[config.mk]
export PLATFORM = sky130hd
export DESIGN_NAME = wdt_top
export DESIGN_NICKNAME = d
export VERILOG_FILES = /design/src/wdt_pkg.sv /design/src/wdt_counter.sv /design/src/wdt_top.sv
export SDC_FILE = /design/constraint.sdc
export NUM_CORES = 1
export LEC_CHECK = 0
export BUFFER_PORTS_ARGS = -buffer_cell sky130_fd_sc_hd__buf_2
export CAP_MARGIN = 15
export CELL_PAD_IN_SITES_DETAIL_PLACEMENT = 0
export CELL_PAD_IN_SITES_GLOBAL_PLACEMENT = 1
export CORE_UTILIZATION = 45
export DETAILED_ROUTE_END_ITERATION = 12
export PLACE_DENSITY = 0.82
export RECOVER_POWER = 25
export SYNTH_ARGS = -nofsm -noshare
export SYNTH_HDL_FRONTEND = slang
export SYNTH_SLANG_ARGS = --single-unit
[constraint.sdc]
create_clock -name mclk -period 4.95 [get_ports mclk]
set_clock_uncertainty 0.2 [all_clocks]
set_input_delay 0.99 -clock mclk [delete_from_list [all_inputs] [get_ports mclk]]
set_output_delay 0.99 -clock mclk [all_outputs]
set_load 0.005 [all_outputs]
[src/wdt_pkg.sv]
// Shared constants for the windowed watchdog: register map, field layout,
// reset values, key bytes and rate exponents.
// Assumes a byte-wide register port with eight address bits.
package wdt_pkg;

    localparam int          ADDR_W            = 8;
    localparam int          DATA_W            = 8;
    localparam int          RATE_W            = 3;
    localparam int          EXP_W             = 5;
    localparam int          EV_W              = 4;

    // Register offsets
    localparam logic [7:0]  ADDR_CTRL         = 8'h3c;
    localparam logic [7:0]  ADDR_KEY          = 8'h3f;
    localparam logic [7:0]  ADDR_AUX          = 8'h30;
    localparam logic [7:0]  ADDR_IRQ_STAT     = 8'h31;
    localparam logic [7:0]  ADDR_IRQ_MASK     = 8'h32;
    localparam logic [7:0]  ADDR_STATE        = 8'h33;

    // Reset values and read masks
    localparam logic [7:0]  CTRL_RESET        = 8'h43;
    localparam logic [7:0]  CTRL_RW_MASK      = 8'hc7;
    localparam logic [7:0]  KEY_READ_VALUE    = 8'h00;
    localparam logic [1:0]  AUX_RESET         = 2'h0;
    localparam logic [3:0]  IRQ_STAT_RESET    = 4'h0;
    localparam logic [3:0]  IRQ_MASK_RESET    = 4'h0;
    localparam logic [7:0]  READ_ZERO         = 8'h00;

    // Key bytes
    localparam logic [7:0]  KEY_FIRST         = 8'h55;
    localparam logic [7:0]  KEY_SECOND        = 8'haa;

    // Control field positions
    localparam int          CTRL_WINDOW_BIT   = 7;
    localparam int          CTRL_DBG_HALT_BIT = 6;
    localparam int          CTRL_RATE_LSB     = 0;

    // Auxiliary control field positions
    localparam int          AUX_WAIT_HALT_BIT = 0;
    localparam int          AUX_PSTOP_RUN_BIT = 1;

    // Event bits, shared by status and mask
    localparam int          EV_TIMEOUT        = 0;
    localparam int          EV_BAD_KEY        = 1;
    localparam int          EV_EARLY          = 2;
    localparam int          EV_RESTART        = 3;

    // State register bit positions
    localparam int          ST_ENABLED        = 0;
    localparam int          ST_IN_WINDOW      = 1;
    localparam int          ST_ARMED          = 2;
    localparam int          ST_CTRL_LOCKED    = 3;

    // Divide exponents of the reference clock per rate code
    localparam logic [4:0]  RATE_EXP_1        = 5'd14;
    localparam logic [4:0]  RATE_EXP_2        = 5'd16;
    localparam logic [4:0]  RATE_EXP_3        = 5'd18;
    localparam logic [4:0]  RATE_EXP_4        = 5'd20;
    localparam logic [4:0]  RATE_EXP_5        = 5'd22;
    localparam logic [4:0]  RATE_EXP_6        = 5'd23;
    localparam logic [4:0]  RATE_EXP_7        = 5'd24;
    localparam logic [4:0]  RATE_EXP_OFF      = 5'd0;

    // The window is the last quarter: two top bits of the period both set
    localparam logic [4:0]  WINDOW_SHIFT      = 5'd2;

    function automatic logic [EXP_W-1:0] rate_exp(input logic [RATE_W-1:0] rate);
        logic [EXP_W-1:0] e;
        e = RATE_EXP_OFF;
        case (rate)
            3'h1:    e = RATE_EXP_1;
            3'h2:    e = RATE_EXP_2;
            3'h3:    e = RATE_EXP_3;
            3'h4:    e = RATE_EXP_4;
            3'h5:    e = RATE_EXP_5;
            3'h6:    e = RATE_EXP_6;
            3'h7:    e = RATE_EXP_7;
            default: e = RATE_EXP_OFF;
        endcase
        return e;
    endfunction : rate_exp

endpackage : wdt_pkg

[src/wdt_counter.sv]
// Reference-clock period counter of the watchdog.
// Assumes osc_ref_clock is a slow level synchronous to mclk; each rising
// edge seen on it is one reference period.
`timescale 1ns/1ps
module wdt_counter #(
    parameter int CNT_W = 24
) (
    input  wire logic             mclk,
    input  wire logic             rstn,
    input  wire logic             osc_ref_clock,
    input  wire logic             clear,
    input  wire logic             hold,
    output logic [CNT_W-1:0]      count,
    output logic                  advance
);

    logic             ref_prev;
    logic             next_ref_prev;
    logic [CNT_W-1:0] next_count;

    always_comb begin
        next_ref_prev = osc_ref_clock;
        // Clear stays out of advance: the time-out feeds back into clear
        advance       = osc_ref_clock & ~ref_prev & ~hold;
        next_count    = count;
        if (clear) begin
            next_count = '0;
        end else if (advance) begin
            next_count = count + CNT_W'(1);
        end
    end

    always_ff @(posedge mclk) begin
        if (!rstn) begin
            ref_prev <= 1'b0;
            count    <= '0;
        end else begin
            ref_prev <= next_ref_prev;
            count    <= next_count;
        end
    end

endmodule : wdt_counter

[src/wdt_top.sv]
// Windowed watchdog: register port, key sequence checker, window and
// time-out detection, low-power and debug halting, event interrupt.
// Assumes a single-cycle strobe master and an external reset generator
// that turns wd_reset_req into a system reset.
//
// Decided for this implementation: the plain strobed port.
`timescale 1ns/1ps
module wdt_top #(
    parameter int CNT_W = 24
) (
    input  wire logic                       mclk,
    input  wire logic                       rstn,
    input  wire logic [wdt_pkg::ADDR_W-1:0] addr,
    input  wire logic [wdt_pkg::DATA_W-1:0] wdata,
    input  wire logic                       wr,
    input  wire logic                       rd,
    output logic      [wdt_pkg::DATA_W-1:0] rdata,
    input  wire logic                       osc_ref_clock,
    input  wire logic                       bdm_active,
    input  wire logic                       wait_mode,
    input  wire logic                       pseudo_stop_mode,
    output logic                            wd_reset_req,
    output logic                            rti_freeze,
    output logic                            irq
);

    logic [7:0]                     ctrl;
    logic [7:0]                     next_ctrl;
    logic                           ctrl_locked;
    logic                           next_ctrl_locked;
    logic [1:0]                     aux;
    logic [1:0]                     next_aux;
    logic [wdt_pkg::EV_W-1:0]       irq_stat;
    logic [wdt_pkg::EV_W-1:0]       next_irq_stat;
    logic [wdt_pkg::EV_W-1:0]       irq_mask;
    logic [wdt_pkg::EV_W-1:0]       next_irq_mask;
    logic                           armed;
    logic                           next_armed;
    logic [wdt_pkg::DATA_W-1:0]     next_rdata;
    logic                           next_wd_reset_req;
    logic                           next_rti_freeze;
    logic                           next_irq;

    logic [wdt_pkg::RATE_W-1:0]     rate;
    logic [wdt_pkg::EXP_W-1:0]      exp_sel;
    logic                           enabled;
    logic                           window_mode;
    logic                           debug_halt;
    logic                           wait_halt;
    logic                           pstop_run;
    logic [CNT_W-1:0]               count;
    logic                           advance;
    logic                           cnt_clear;
    logic                           cnt_hold;
    logic                           in_window;
    logic                           timeout;
    logic                           key_wr;
    logic                           ctrl_wr;
    logic                           bad_key;
    logic                           early;
    logic                           restart;
    logic                           fire;
    logic [wdt_pkg::EV_W-1:0]       events;

    function automatic logic [CNT_W-1:0] last_count(input logic [wdt_pkg::EXP_W-1:0] e);
        logic [CNT_W:0] full;
        full = ({{CNT_W{1'b0}}, 1'b1} << e) - {{CNT_W{1'b0}}, 1'b1};
        return full[CNT_W-1:0];
    endfunction : last_count

    function automatic logic window_open(input logic [CNT_W-1:0]          c,
                                         input logic [wdt_pkg::EXP_W-1:0] e);
        logic [CNT_W-1:0] top;
        top = c >> (e - wdt_pkg::WINDOW_SHIFT);
        return top == CNT_W'(3);
    endfunction : window_open

    assign rate        = ctrl[wdt_pkg::CTRL_RATE_LSB +: wdt_pkg::RATE_W];
    assign exp_sel     = wdt_pkg::rate_exp(rate);
    assign enabled     = (rate != 3'h0);
    assign window_mode = ctrl[wdt_pkg::CTRL_WINDOW_BIT];
    assign debug_halt  = ctrl[wdt_pkg::CTRL_DBG_HALT_BIT];
    assign wait_halt   = aux[wdt_pkg::AUX_WAIT_HALT_BIT];
    assign pstop_run   = aux[wdt_pkg::AUX_PSTOP_RUN_BIT];

    assign key_wr  = wr && (addr == wdt_pkg::ADDR_KEY) && enabled;
    assign ctrl_wr = wr && (addr == wdt_pkg::ADDR_CTRL) && !ctrl_locked;

    // Key sequence; writes elsewhere on the bus, except an accepted control write, do not disturb the armed flag
    always_comb begin
        bad_key    = 1'b0;
        early      = 1'b0;
        restart    = 1'b0;
        next_armed = armed;
        if (key_wr) begin
            if (window_mode && !in_window) begin
                early = 1'b1;
            end else if (wdata == wdt_pkg::KEY_FIRST) begin
                next_armed = 1'b1;
            end else if (wdata == wdt_pkg::KEY_SECOND) begin
                restart    = armed;
                next_armed = 1'b0;
            end else begin
                bad_key = 1'b1;
            end
        end
        if (fire || cnt_clear && !restart) begin
            next_armed = 1'b0;
        end
    end

    assign in_window = enabled && window_open(count, exp_sel);
    assign timeout   = enabled && advance && !restart && !ctrl_wr
                     && (count == last_count(exp_sel));
    assign fire      = timeout | bad_key | early;

    // Wait-mode halt reinitialises; pseudo-stop and debug only freeze
    assign cnt_clear = restart | ctrl_wr | fire | (wait_mode & wait_halt);
    assign cnt_hold  = ~enabled
                     | (bdm_active & debug_halt)
                     | (pseudo_stop_mode & ~pstop_run);

    wdt_counter #(
        .CNT_W         (CNT_W)
    ) u_counter (
        .mclk          (mclk),
        .rstn          (rstn),
        .osc_ref_clock (osc_ref_clock),
        .clear         (cnt_clear),
        .hold          (cnt_hold),
        .count         (count),
        .advance       (advance)
    );

    always_comb begin
        events                        = '0;
        events[wdt_pkg::EV_TIMEOUT]   = timeout;
        events[wdt_pkg::EV_BAD_KEY]   = bad_key;
        events[wdt_pkg::EV_EARLY]     = early;
        events[wdt_pkg::EV_RESTART]   = restart;
    end

    // Register writes; a late rewrite of the control is silently dropped
    always_comb begin
        next_ctrl        = ctrl;
        next_ctrl_locked = ctrl_locked;
        next_aux         = aux;
        next_irq_mask    = irq_mask;
        next_irq_stat    = irq_stat;
        if (ctrl_wr) begin
            next_ctrl        = wdata & wdt_pkg::CTRL_RW_MASK;
            next_ctrl_locked = 1'b1;
        end
        if (wr && addr == wdt_pkg::ADDR_AUX) begin
            next_aux = wdata[1:0];
        end
        if (wr && addr == wdt_pkg::ADDR_IRQ_MASK) begin
            next_irq_mask = wdata[wdt_pkg::EV_W-1:0];
        end
        if (wr && addr == wdt_pkg::ADDR_IRQ_STAT) begin
            next_irq_stat = irq_stat & ~wdata[wdt_pkg::EV_W-1:0];
        end
        // A new event beats a simultaneous clear
        next_irq_stat = next_irq_stat | events;
        next_irq      = |(next_irq_stat & next_irq_mask);
    end

    // Read decode; data stand only in the cycle after the strobe
    always_comb begin
        next_rdata = wdt_pkg::READ_ZERO;
        if (!rd) begin
            next_rdata = wdt_pkg::READ_ZERO;
        end else if (addr == wdt_pkg::ADDR_CTRL) begin
            next_rdata = ctrl & wdt_pkg::CTRL_RW_MASK;
        end else if (addr == wdt_pkg::ADDR_KEY) begin
            next_rdata = wdt_pkg::KEY_READ_VALUE;
        end else if (addr == wdt_pkg::ADDR_AUX) begin
            next_rdata = {6'h00, aux};
        end else if (addr == wdt_pkg::ADDR_IRQ_STAT) begin
            next_rdata = {4'h0, irq_stat};
        end else if (addr == wdt_pkg::ADDR_IRQ_MASK) begin
            next_rdata = {4'h0, irq_mask};
        end else if (addr == wdt_pkg::ADDR_STATE) begin
            next_rdata                          = wdt_pkg::READ_ZERO;
            next_rdata[wdt_pkg::ST_ENABLED]     = enabled;
            next_rdata[wdt_pkg::ST_IN_WINDOW]   = in_window;
            next_rdata[wdt_pkg::ST_ARMED]       = armed;
            next_rdata[wdt_pkg::ST_CTRL_LOCKED] = ctrl_locked;
        end else begin
            next_rdata = wdt_pkg::READ_ZERO;
        end
    end

    // The periodic timer sits elsewhere; it only needs the freeze level
    assign next_rti_freeze   = bdm_active & debug_halt;
    assign next_wd_reset_req = fire;

    always_ff @(posedge mclk) begin
        if (!rstn) begin
            ctrl         <= wdt_pkg::CTRL_RESET;
            ctrl_locked  <= 1'b0;
            aux          <= wdt_pkg::AUX_RESET;
            irq_stat     <= wdt_pkg::IRQ_STAT_RESET;
            irq_mask     <= wdt_pkg::IRQ_MASK_RESET;
            armed        <= 1'b0;
            rdata        <= wdt_pkg::READ_ZERO;
            wd_reset_req <= 1'b0;
            rti_freeze   <= 1'b0;
            irq          <= 1'b0;
        end else begin
            ctrl         <= next_ctrl;
            ctrl_locked  <= next_ctrl_locked;
            aux          <= next_aux;
            irq_stat     <= next_irq_stat;
            irq_mask     <= next_irq_mask;
            armed        <= next_armed;
            rdata        <= next_rdata;
            wd_reset_req <= next_wd_reset_req;
            rti_freeze   <= next_rti_freeze;
            irq          <= next_irq;
        end
    end

endmodule : wdt_top

# Yosys cells after proc, flatten, opt, wreduce, memory -nomap -nowiden
# Cells that the tools add are included.
# classes
addsub	3
multipliers	0
n_div	0
magnitude_cmp	0
n_eq_ne	17
shift	2
mux	21
n_bitwise	23
n_reduce_logical	28
# op_table
operator	count
$eq A8 B6 Y1 const B	6
$pmux W5 S7	1
$mux W4	7
$add A24 B1 Y24 const B	1
$eq A24 B2 Y1 const B	1
$eq A24 B24 Y1	1
$shl A1 B5 Y24 const A	1
$shr A24 B5 Y24	1
$sub A24 B1 Y24 const B	1
$logic_and A1 B1 Y1	14
$eq A3 B3 Y1 const B	4
$mux W1	12
$and A4 B4 Y4	2
$eq A8 B7 Y1 const B	1
$eq A8 B8 Y1 const B	1
$mux W8	1
$not A1 Y1	7
$or A1 B1 Y1	7
$reduce_or A7 Y1	1
$eq A3 B2 Y1 const B	2
$and A1 B1 Y1	5
$reduce_or A5 Y1	1
$sub A5 B2 Y5 const B	1
$logic_not A1 Y1	4
other kinds (10)	11
# word_totals
reg_bits	53
latchBits	0
mem_bits_rw	0
mem_bits_ro	0
inputBits	24
out_inout_bits	11
elab_cells	108
memories	0

# Logic depth before layout (Yosys ltp)
# Gate-level depths: netlist of the first run.
# depth
word_depth	21
mapped_depth	17
mapped_depth_nobuf	13

# By module
# A second synthesis of the first run with hierarchy kept.
# hier_totals
cells_unflattened	517
hier_area_um2	3931.3
# modules_own_cells
module	n_inst	cells_each	area_per_inst_um2	seq_area_each_um2
wdt_top	1	379	2673.8	520.5
wdt_counter	1	138	1257.5	500.5

# Worst setup path before layout of the first run
# OpenSTA, ideal clock, no wires.
# synth_path
kind	register to register
startpoint	register ctrl[1]
endpoint	register u_counter.count[0]
arrival_time_ns	3.464
required_ns	4.623
path_slack_ns	1.159
stages_incl_launch_ff	18
path_cell_list	dfxtp_1 -> buf_6 -> clkbuf_1 -> nand2b_1 -> a21boi_0 -> ha_1 -> buf_2 -> inv_1 -> o221ai_1 -> o32a_1 -> or3_4 -> o32ai_4 -> nand4_2 -> a311oi_2 -> nand2b_1 -> buf_6 -> buf_12 -> nor3_2
# synth_between
elab_chain_len	19
word_cells_on_any_way	41
cone_classes	add/sub: 2; eq/ne: 9; shift: 2; mux: 7; bitwise: 10; reduce/logical: 11
# synth_lines
item	line	rtl
start, declared	wdt_top.sv:27	logic [7:0] ctrl;
start signal, assigned	wdt_top.sv:200	ctrl <= wdt_pkg::CTRL_RESET;
start signal, assigned	wdt_top.sv:211	ctrl <= next_ctrl;
$eq A3 B3 Y1 (tied with other cells)	wdt_pkg.sv:70	case (rate)
$pmux W5 S7	wdt_pkg.sv:70	
$sub A5 B2 Y5	wdt_top.sv:74	top = c >> (e - wdt_pkg::WINDOW_SHIFT);
$shr A24 B5 Y24	wdt_top.sv:74	
$eq A24 B2 Y1	wdt_top.sv:75	return top == CNT_W'(3);
$logic_and A1 B1 Y1	wdt_top.sv:112	assign in_window = enabled && window_open(count, exp_sel);
$logic_not A1 Y1	wdt_top.sv:96	if (window_mode && !in_window) begin
$logic_and A1 B1 Y1	wdt_top.sv:96	
$mux W1	wdt_top.sv:96	
$mux W1	wdt_top.sv:95	if (key_wr) begin
$logic_not A1 Y1	wdt_top.sv:113	assign timeout = enabled && advance && !restart && !ctrl_wr
$logic_and A1 B1 Y1 (2 in a row)	wdt_top.sv:113	
$logic_and A1 B1 Y1	wdt_top.sv:114	&& (count == last_count(exp_sel));
$or A1 B1 Y1 (2 in a row)	wdt_top.sv:115	assign fire = timeout | bad_key | early;
$or A1 B1 Y1 (2 in a row)	wdt_top.sv:118	assign cnt_clear = restart | ctrl_wr | fire | (wait_mode & wait_halt);
$reduce_or A2 Y1 (no source line)	n/a	
end signal, assigned	wdt_counter.sv:39	count <= next_count;
end, declared	wdt_counter.sv:13	output logic [CNT_W-1:0] count,
# Several ways; a longest one is shown, not always the timed one.
# A chain may end at the register's enable or synchronous reset.

# Final worst setup path of the first run
# layout_path
startpoint	register ctrl[0]
endpoint	register u_counter.count[21]
# The elaborated chain is that of the path after synthesis.

==> metrics, run 1 <==
status=finished clean; Async SR Flop Fraction=0; R2R Path Start=ctrl[0]; period utilization=0.898; Initial Util=0.468; setup bufs post-CTS=0; critical path's slowest cell=ha_1; Peak supply drop=103 uV; Worst R2R Path Depth=13; final setup violation count=0; kind of critical path=flip-flop to flip-flop; drt pass-1 iters=5; fmax=between 200 and 250 MHz; r2r endpoint=u_counter.count[21]; post-synth cell types=74; Core Footprint=slightly below 8000 um^2; Worst EP arrival=about 4.4 ns; clock-pin transition on the worst setup and hold timing paths=approximately 0.11 ns; max-cap violations=0; combinational power share=0.058; HP Start=irq_stat[2]; routed vias/inst=just over 6; worst-margin pin slew=around 0.9 ns; Leak Pwr=between 1 and 1.5 nW; global route overflow=0; drt total wl=~9.6 mm; CP Max Fanout=24; CTS HTree Levels=2; post-DP HPWL=7.02 mm; Resized cells post-CTS=0; Hold Path End=irq_stat[2]; P per Cell Area=206 nW/um^2; first-pass GRT wire length=16.3 mm; Flop pwr share=0.509; Placer Congestion=0.886; sequential element share of the synthesized area=0.279; Synth top area share=0.279; final setup TNS=0 ns; clock root buffer=clkbuf_8; area grow syn2layout=7.60%; sw frac=0.220; clock power share=0.433; filler instances=763; Port Buffers=32; critical path capture point type=flip-flop; # hold bufs at CTS=0; wire per inst=approximately 17 um; Top Ports=35; via count=3,380; CTS Buf Count=5; total power draw=0.811 mW; Final Hold Vio Count=0; CTS tree=yes; RSZ-0062 raised after global routing=no; Die Y=92.1 um; nets=~480; Synth Flop Type=dfxtp_1; EDFF count, synth=0; Initial DRC Count=255; Buf+Inv Stages, Crit Path=3; slowest stage delay, CP=approximately 0.5 ns; post-route ant nets=0; Antenna diodes=0; TritonCTS Sinks=51; Clk Latency, worst-skew pair=0.31 ns; R2R Setup Slk=0.51 ns; HP Class=flip-flop to flip-flop; die area=8480 um^2; GRT Util Overall=0.241; WHS Path Cells=2; delay-heaviest family, CP=simple AND/OR/NAND/NOR gates; row cnt=32; largest net degree at the start of global routing=26; CP Cell Sequence=nand3b_2 > nand2_1 > inv_2 > ha_1 > inv_1 > o32a_1 > or3_4 > o32ai_4 > nand4_2 > a311oi_2 > nand2b_1 > buf_4 > nor3_1; Mean Syn Cell Area=between 8 and 9 um^2; startpoint type of the worst setup path=flip-flop; initial antenna violation count=0; WP data required=around 4.9 ns; Die Wd=92.1 um; switching power=0.179 mW; DRC viols=0; #FFs+latches synth=51; post-route minimum period=4.44 ns; share of cells above drive strength 1=0.186; Mapped Area=3650 um^2; Internal=0.632 mW; CTS Buffer Depth=2; relative slew slack=0.400; Yosys top cell by area=dfxtp_1; vias in the first global route=3,167; largest cells by area after synthesis=dfxtp_1 (28%), nor3_2 (5.8%), xnor2_1 (5.0%); Ys Warns=0; Slew Viols, Final=0; Gate Count Post-Synth=between 400 and 500
-- placed cells by master (no fill, tap or decap), types with 5 or more instances in the layout --
master	n
buf_4	7
nand4_1	8
inv_1	18
nand3_1	23
o21ai_0	13
o221ai_1	7
buf_2	28
nor3_1	18
a2bb2oi_1	5
xnor2_1	21
clkbuf_8	5
nor4_1	7
nand2b_1	8
nor3_2	21
nand2_1	33
a21oi_1	11
and2_1	7
mux2i_1	10
nor2b_1	9
dfxtp_1	51
o22ai_1	8
xor2_1	8
clkbuf_1	6
and3_1	5
nor2_1	22
-- routing by layer --
| layer | track usage | wire length (um) |
|---|---|---|
| met4 | 0.0755 | 214 |
| met2 | 0.374 | 4290 |
| met1 | 0.343 | 4580 |
| met3 | 0.0348 | 540 |
| met5 | 0 | 0 |
-- power groups by stage --
stage | Combinational [mW] | Sequential, mW | Clock (mW)
floorplan | 0.0283 | 0.422 | 0
global placement | 0.0462 | 0.423 | 0
detailed placement | 0.0471 | 0.422 | 0
CTS | 0.0472 | 0.413 | 0.355
global route | 0.0526 | 0.413 | 0.367
finish | 0.0473 | 0.413 | 0.351
-- how the worst max path moves through the flow --
stage / from / end / cells past startpoint
after detailed placement: ctrl[0] / u_counter.count[22] / 13
final: ctrl[0] / u_counter.count[21] / 13
after floorplan: ctrl[1] / u_counter.count[0] / 17
after global placement: ctrl[0] / u_counter.count[20] / 13
after CTS: ctrl[0] / u_counter.count[21] / 13
after global routing: ctrl[0] / u_counter.count[22] / 13
-- flip-flops by register name, indices dropped and copies added, names as in the netlist --
register,flops
u_counter.count,24
rdata,6
ctrl,5
irq_mask,4
irq_stat,4
aux,2
armed,1
ctrl_locked,1
irq,1
rti_freeze,1
u_counter.ref_prev,1
wd_reset_req,1
-- logic make-up (layout without fill, tap and decap cells) --
logic type      after synthesis  after routing  share of synthesized area
other cells                   2              3                    0.00206
simple gates                185            185                      0.303
compound gates               98             98                      0.207
fa+ha+maj                     3              3                     0.0103
buf+inv                      50             67                     0.0736
flops                        51             51                      0.279
mux                          16             16                     0.0551
xor+xnor                     29             29                     0.0695
-- Yosys cell counts (4+ instances only) --
cell type,instances
nand3_1,23
dfxtp_1,51
a31oi_1,4
a2bb2oi_1,5
o21ai_0,13
inv_1,18
o22ai_1,8
or3_1,4
nand4b_1,4
nand2b_1,8
nand4_1,8
nand2_1,33
nor2b_1,9
nor4_1,7
a22oi_1,4
o211ai_1,4
nor3_2,21
o221ai_1,7
clkbuf_1,17
and2_1,9
buf_4,6
nor2_1,22
xnor2_1,21
a21oi_1,11
mux2i_1,10
xor2_1,8
nor3_1,18
and3_1,5
-- stage by stage --
step / area [um^2] / setup slack, ns / utilization / hold slack (ns) / std cells
CTS: 3940 / 0.566 / 0.505 / 0.293 / 554
floorplan: 3660 / 1.16 / - / 0.257 / 435
finish: 3930 / 0.506 / 0.504 / 0.305 / 554
global placement: 3810 / 0.724 / 0.488 / 0.272 / 546
detailed placement: 3810 / 0.598 / 0.488 / 0.277 / 546
global route: 3930 / 0.229 / 0.504 / 0.339 / 554
-- cell type report --
type	count	area (um^2)	area share
well taps	102	128	0.0325
clock inverters	2	60.1	0.0153
flip-flops and latches	51	1020	0.260
clock buffers	6	72.6	0.0185
repair buffers	40	211	0.0538
multi-input cells	334	2370	0.602
inverters	19	71.3	0.0181
-- worst min-delay path: stages (launching register included) --
cell	delay, ns
dfxtp_1	0.34
nand2_1	0.06
a21boi_0	0.07
No activity file was read; power rests on OpenSTA's default activity.
==> run 2, diff against run 1 <==
Settings changed: PLACE_DENSITY 0.82 to default, PLACE_DENSITY_LB_ADDON from default to 0.1.
==> metrics, run 2 (synthesized netlist as in run 1, its figures left out) <==
status=finished clean; Placed Cells=549 (+0.55%); period utilization=0.895 (-0.00314); Peak supply drop=105 uV (+2.1%); drt pass-1 iters=4 (-1); Top Ports=35 (unchanged); worst-margin pin slew=0.998 ns (+0.0985 ns); worst hold slack=0.294 ns (-0.0112 ns); row cnt=32 (unchanged); global route overflow=0 (unchanged); CTS tree=yes; Initial DRC Count=218 (-15%); nets=481 (+0.63%); routed vias/inst=6.08 (-0.39%); fin cells=557 (+0.54%); relative slew slack=0.334 (-0.0657); RSZ-0062 raised after global routing=no; via count=3,385 (+0.15%); Leak Pwr=1.41 nW (+2.0%); critical path's slowest cell=dfxtp_1; HP Start=irq_stat[2]; CTS HTree Levels=2 (unchanged); clock power share=0.428 (-0.005); max FFs per register=24 (unchanged); Placer Congestion=0.838 (-5.5%); wire per inst=17.5 um (+0.92%); vias in the first global route=3,055 (-3.5%); TritonCTS Sinks=51 (unchanged); CTS Buf Count=5 (unchanged); # hold bufs at CTS=0 (unchanged); WP data required=4.94 ns (about the same); CP Cell Sequence=nand3b_2 > nand2_1 > inv_2 > ha_1 > inv_1 > o32a_1 > or3_4 > o32ai_4 > nand4_2 > a311oi_2 > nand2b_1 > buf_12 > nor3_2; final setup violation count=0 (unchanged); Clk Latency, worst-skew pair=0.31 ns (about the same); Die Y=92.1 um (unchanged); first-pass GRT wire length=16.0 mm (-2.3%); final core area utilization=0.508 (+0.00481); most flop-heavy register=u_counter.count; kind of critical path=flip-flop to flip-flop; most frequent cells in the layout=dfxtp_1 (51), nand2_1 (33), buf_2 (30); max-cap violations=0 (unchanged); commonest non-fill, non-tap cell in the layout=dfxtp_1; sw frac=0.216 (-0.00431); CTS Buffer Depth=2 (unchanged); Internal=0.633 mW (about the same); Crit. Startpoint=ctrl[1]; switching power=0.174 mW (-2.4%); fin worst setup slack=0.521 ns (+0.0155 ns); Resized cells post-CTS=0 (unchanged); Design Area, Final=3970 um^2 (+0.95%); CP Max Fanout=24 (unchanged); R2R Path Start=ctrl[1]; combinational power share=0.060 (+0.002); Slew Viols, Final=0 (unchanged); fmax=226 MHz (+0.35%); post-route ant nets=0 (unchanged); final setup TNS=0 ns (unchanged); Core Footprint=7810 um^2 (unchanged); post-DP HPWL=7.11 mm (+1.2%); die area=8480 um^2 (unchanged); critical path capture point type=flip-flop; Post-DP Area=3840 um^2 (+0.92%); clock root buffer=clkbuf_8; Port Buffers=32 (unchanged); post-route minimum period=4.43 ns (-0.0155 ns); total power draw=0.807 mW (-0.49%); Worst EP arrival=4.42 ns (about the same); startpoint type of the worst setup path=flip-flop; DRC viols=0 (unchanged); Die Wd=92.1 um (unchanged); initial antenna violation count=0 (unchanged); Final Hold Vio Count=0 (unchanged); GRT Util Overall=0.239 (-0.00272); share of cells above drive strength 1=0.196 (+0.00976); Flop pwr share=0.512 (+0.003); Initial Util=0.468 (unchanged); drt total wl=9.76 mm (+1.5%); HP Class=flip-flop to flip-flop; clock-pin transition on the worst setup and hold timing paths=0.09 ns (-0.02 ns); P per Cell Area=203 nW/um^2 (-1.4%); worst slack, placed=0.580 ns (-0.0183 ns); setup bufs post-CTS=0 (unchanged); slowest stage delay, CP=0.55 ns (+0.04 ns); area grow syn2layout=8.63%; biggest regs=u_counter.count x24, rdata x6, ctrl x5; Antenna diodes=0 (unchanged); largest net degree at the start of global routing=26 (unchanged)
## run 2: cell types whose count changed in the layout (fill, tap and decap cells not counted), sizes merged
cell	previous run	this run
buf	35	40
clkbuf	11	9
## run 2: critical path, delay by kind of cell, from the launching register on
kind / cells / cell delay (ns)
AOI/OAI and AO/OA: 3 / 1.05
adders and majority gates: 1 / 0.50
buffers and inverters: 3 / 0.54
DFF: 1 / 0.55
and+or+nand+nor: 6 / 1.45
## run 2: path summary, 6_finish.rpt
check                           cells after the start            endpoint  slack (ns)
worst max-delay path                               13  u_counter.count[7]        0.52
worst min register to register                      2         irq_stat[2]        0.29
worst min-delay path                                2         irq_stat[2]        0.29
worst max register to register                     13  u_counter.count[7]        0.52
## run 2: final cells by class
type                       instances  area, um^2
sequential                        51        1020
inverter                          19        71.3
clock inverter                     2        60.1
multi-input combinational        334        2370
fill                             821        3840
tap                              102         128
clock buffer                       6        72.6
timing repair buffer              43         249
## run 2: metal layers
metal  GRT usage  wire (um)  vias up
met5           0          0        -
met4      0.0742        168        0
met3      0.0265        537       15
met2       0.351       4190      115
met1       0.360       4870     1603
li1            -          -     1652
## run 2: power by group through the flow
| stage | clock, mW | combinational, mW | sequential [mW] |
|---|---|---|---|
| 2_1_floorplan | 0 | 0.0283 | 0.422 |
| 3_3_place_gp | 0 | 0.0480 | 0.423 |
| 3_5_place_dp | 0 | 0.0483 | 0.423 |
| 4_1_cts | 0.354 | 0.0486 | 0.413 |
| 5_1_grt | 0.369 | 0.0539 | 0.413 |
| 6_report | 0.346 | 0.0486 | 0.413 |
==> run 3, diff against run 2 <==
Settings changed: PLACE_DENSITY from default to 0.89, PLACE_DENSITY_LB_ADDON 0.1 to default.
==> metrics, run 3 (synthesized netlist as in run 1, its figures left out) <==
Die Wd=92.1 um (unchanged); Port Buffers=32 (unchanged); global route overflow=0 (unchanged); filler instances=795 (-3.2%); clock-pin transition on the worst setup and hold timing paths=0.11 ns (+0.02 ns); routed vias/inst=6.26 (+3.1%); HP Class=flip-flop to flip-flop; Die Y=92.1 um (unchanged); final setup violation count=0 (unchanged); Initial Util=0.468 (unchanged); worst-margin pin slew=0.906 ns (-0.0920 ns); Top Metal Used=met4; largest net degree at the start of global routing=26 (unchanged); RSZ-0062 raised after global routing=no; Antenna diodes=0 (unchanged); Placer Congestion=0.898 (+7.2%); Final Hold Vio Count=0 (unchanged); DR WL met3=581 um (+8.2%); WP data required=4.94 ns (about the same); fmax=234 MHz (+3.5%); total power draw=0.766 mW (-5.1%); max-cap violations=0 (unchanged); Slew Viols, Final=0 (unchanged); post-route ant nets=0 (unchanged); wire per inst=17.5 um (-0.43%); Clk Latency, worst-skew pair=0.32 ns (about the same); first-pass GRT wire length=16.0 mm (+0.31%); most flop-heavy register=u_counter.count; CTS Buffer Depth=2 (unchanged); post-DP HPWL=7.06 mm (-0.71%); share of cells above drive strength 1=0.196 (+0.000431); Met1 Routed Length=4.35 mm (-11%); row cnt=32 (unchanged); nets=480 (-0.21%); critical path capture point type=flip-flop; vias in the first global route=3,206 (+4.9%); Leak Pwr=1.40 nW (-0.89%); status=finished clean; setup bufs post-CTS=0 (unchanged); CTS tree=yes; die area=8480 um^2 (unchanged); Worst EP arrival=4.27 ns (-0.15 ns); most frequent cells in the layout=dfxtp_1 (51), nand2_1 (33), buf_2 (30); relative slew slack=0.396 (+0.0614); GRT Util Overall=0.234 (-0.00504); kind of critical path=flip-flop to flip-flop; initial antenna violation count=0 (unchanged); clock root buffer=clkbuf_8; post-route minimum period=4.28 ns (-0.148 ns); period utilization=0.865 (-0.0299); # hold bufs at CTS=0 (unchanged); final setup TNS=0 ns (unchanged); startpoint type of the worst setup path=flip-flop; CTS HTree Levels=2 (unchanged); max FFs per register=24 (unchanged); met2 WL=4.53 mm (+8.3%); drt pass-1 iters=4 (unchanged); Peak supply drop=114 uV (+9.1%); CTS Buf Count=5 (unchanged); P per Cell Area=194 nW/um^2 (-4.4%); Core Footprint=7810 um^2 (unchanged); area grow syn2layout=7.88%; via count=3,483 (+2.9%); commonest non-fill, non-tap cell in the layout=dfxtp_1; biggest regs=u_counter.count x24, rdata x6, ctrl x5; drt total wl=9.70 mm (-0.60%); CP Max Fanout=24 (unchanged); DRC viols=0 (unchanged); Top Ports=35 (unchanged); Initial DRC Count=244 (+12%); TritonCTS Sinks=51 (unchanged); Resized cells post-CTS=0 (unchanged)
run 3: cell types whose count changed in the layout (fill, tap and decap cells not counted):
| cell | before | now |
|---|---|---|
| nor4_1 | 7 | 8 |
| bufinv_16 | 2 | 1 |
| clkinvlp_4 | 0 | 1 |
| nor4_2 | 1 | 0 |
| and2_0 | 1 | 0 |
| and2_1 | 8 | 9 |
| inv_6 | 0 | 1 |
| clkbuf_1 | 4 | 2 |
run 3: cell type report:
type                    instances  area, um^2  share of cell area
well taps                     102         128              0.0324
repair buffers                 42         245              0.0622
clock inverters                 3        46.3              0.0117
multi-input cells             334        2360               0.599
flip-flops and latches         51        1020               0.259
inverters                      19        71.3              0.0181
clock buffers                   5        68.8              0.0175
run 3: report_power, final:
part / switching (mW) / internal [mW] / total [mW]
registers: 0.00148 / 0.412 / 0.413
logic: 0.0289 / 0.0189 / 0.0478
clock network: 0.153 / 0.153 / 0.305
run 3: per-stage QoR:
stage / util / std cells / instance area [um^2] / setup WS [ns] / hold WS (ns)
global placement: 0.491 / 548 / 3830 / 0.864 / 0.283
global route: 0.505 / 556 / 3940 / 0.419 / 0.336
CTS: 0.506 / 556 / 3950 / 0.713 / 0.315
floorplan: - / 435 / 3660 / 1.16 / 0.257
finish: 0.505 / 556 / 3940 / 0.669 / 0.311
detailed placement: 0.491 / 548 / 3830 / 0.788 / 0.298
run 3: routing by layer:
metal  vias up  GRT usage
met4         0     0.0716
met1      1672      0.322
met3        24     0.0290
met5         -          0
li1       1646          -
met2       141      0.379
run 3: worst paths after layout:
kind / slack (ns) / depth (start not counted) / start / endpoint
max: 0.67 / 13 / ctrl[1] / u_counter.count[7]
min: 0.31 / 1 / ctrl_locked / ctrl_locked
max reg2reg: 0.67 / 13 / ctrl[1] / u_counter.count[7]
min reg2reg: 0.31 / 1 / ctrl_locked / ctrl_locked
run 3: critical path: stages, from the launching register on:
cell      delay, ns
dfxtp_1        0.49
a21bo_2        0.37
nand2_1        0.20
inv_2          0.17
ha_1           0.36
mux4_2         0.54
mux2i_1        0.22
nand2_1        0.09
nor4b_1        0.38
nand4_2        0.20
a311oi_2       0.43
nand2b_1       0.21
buf_12         0.22
nor3_2         0.06
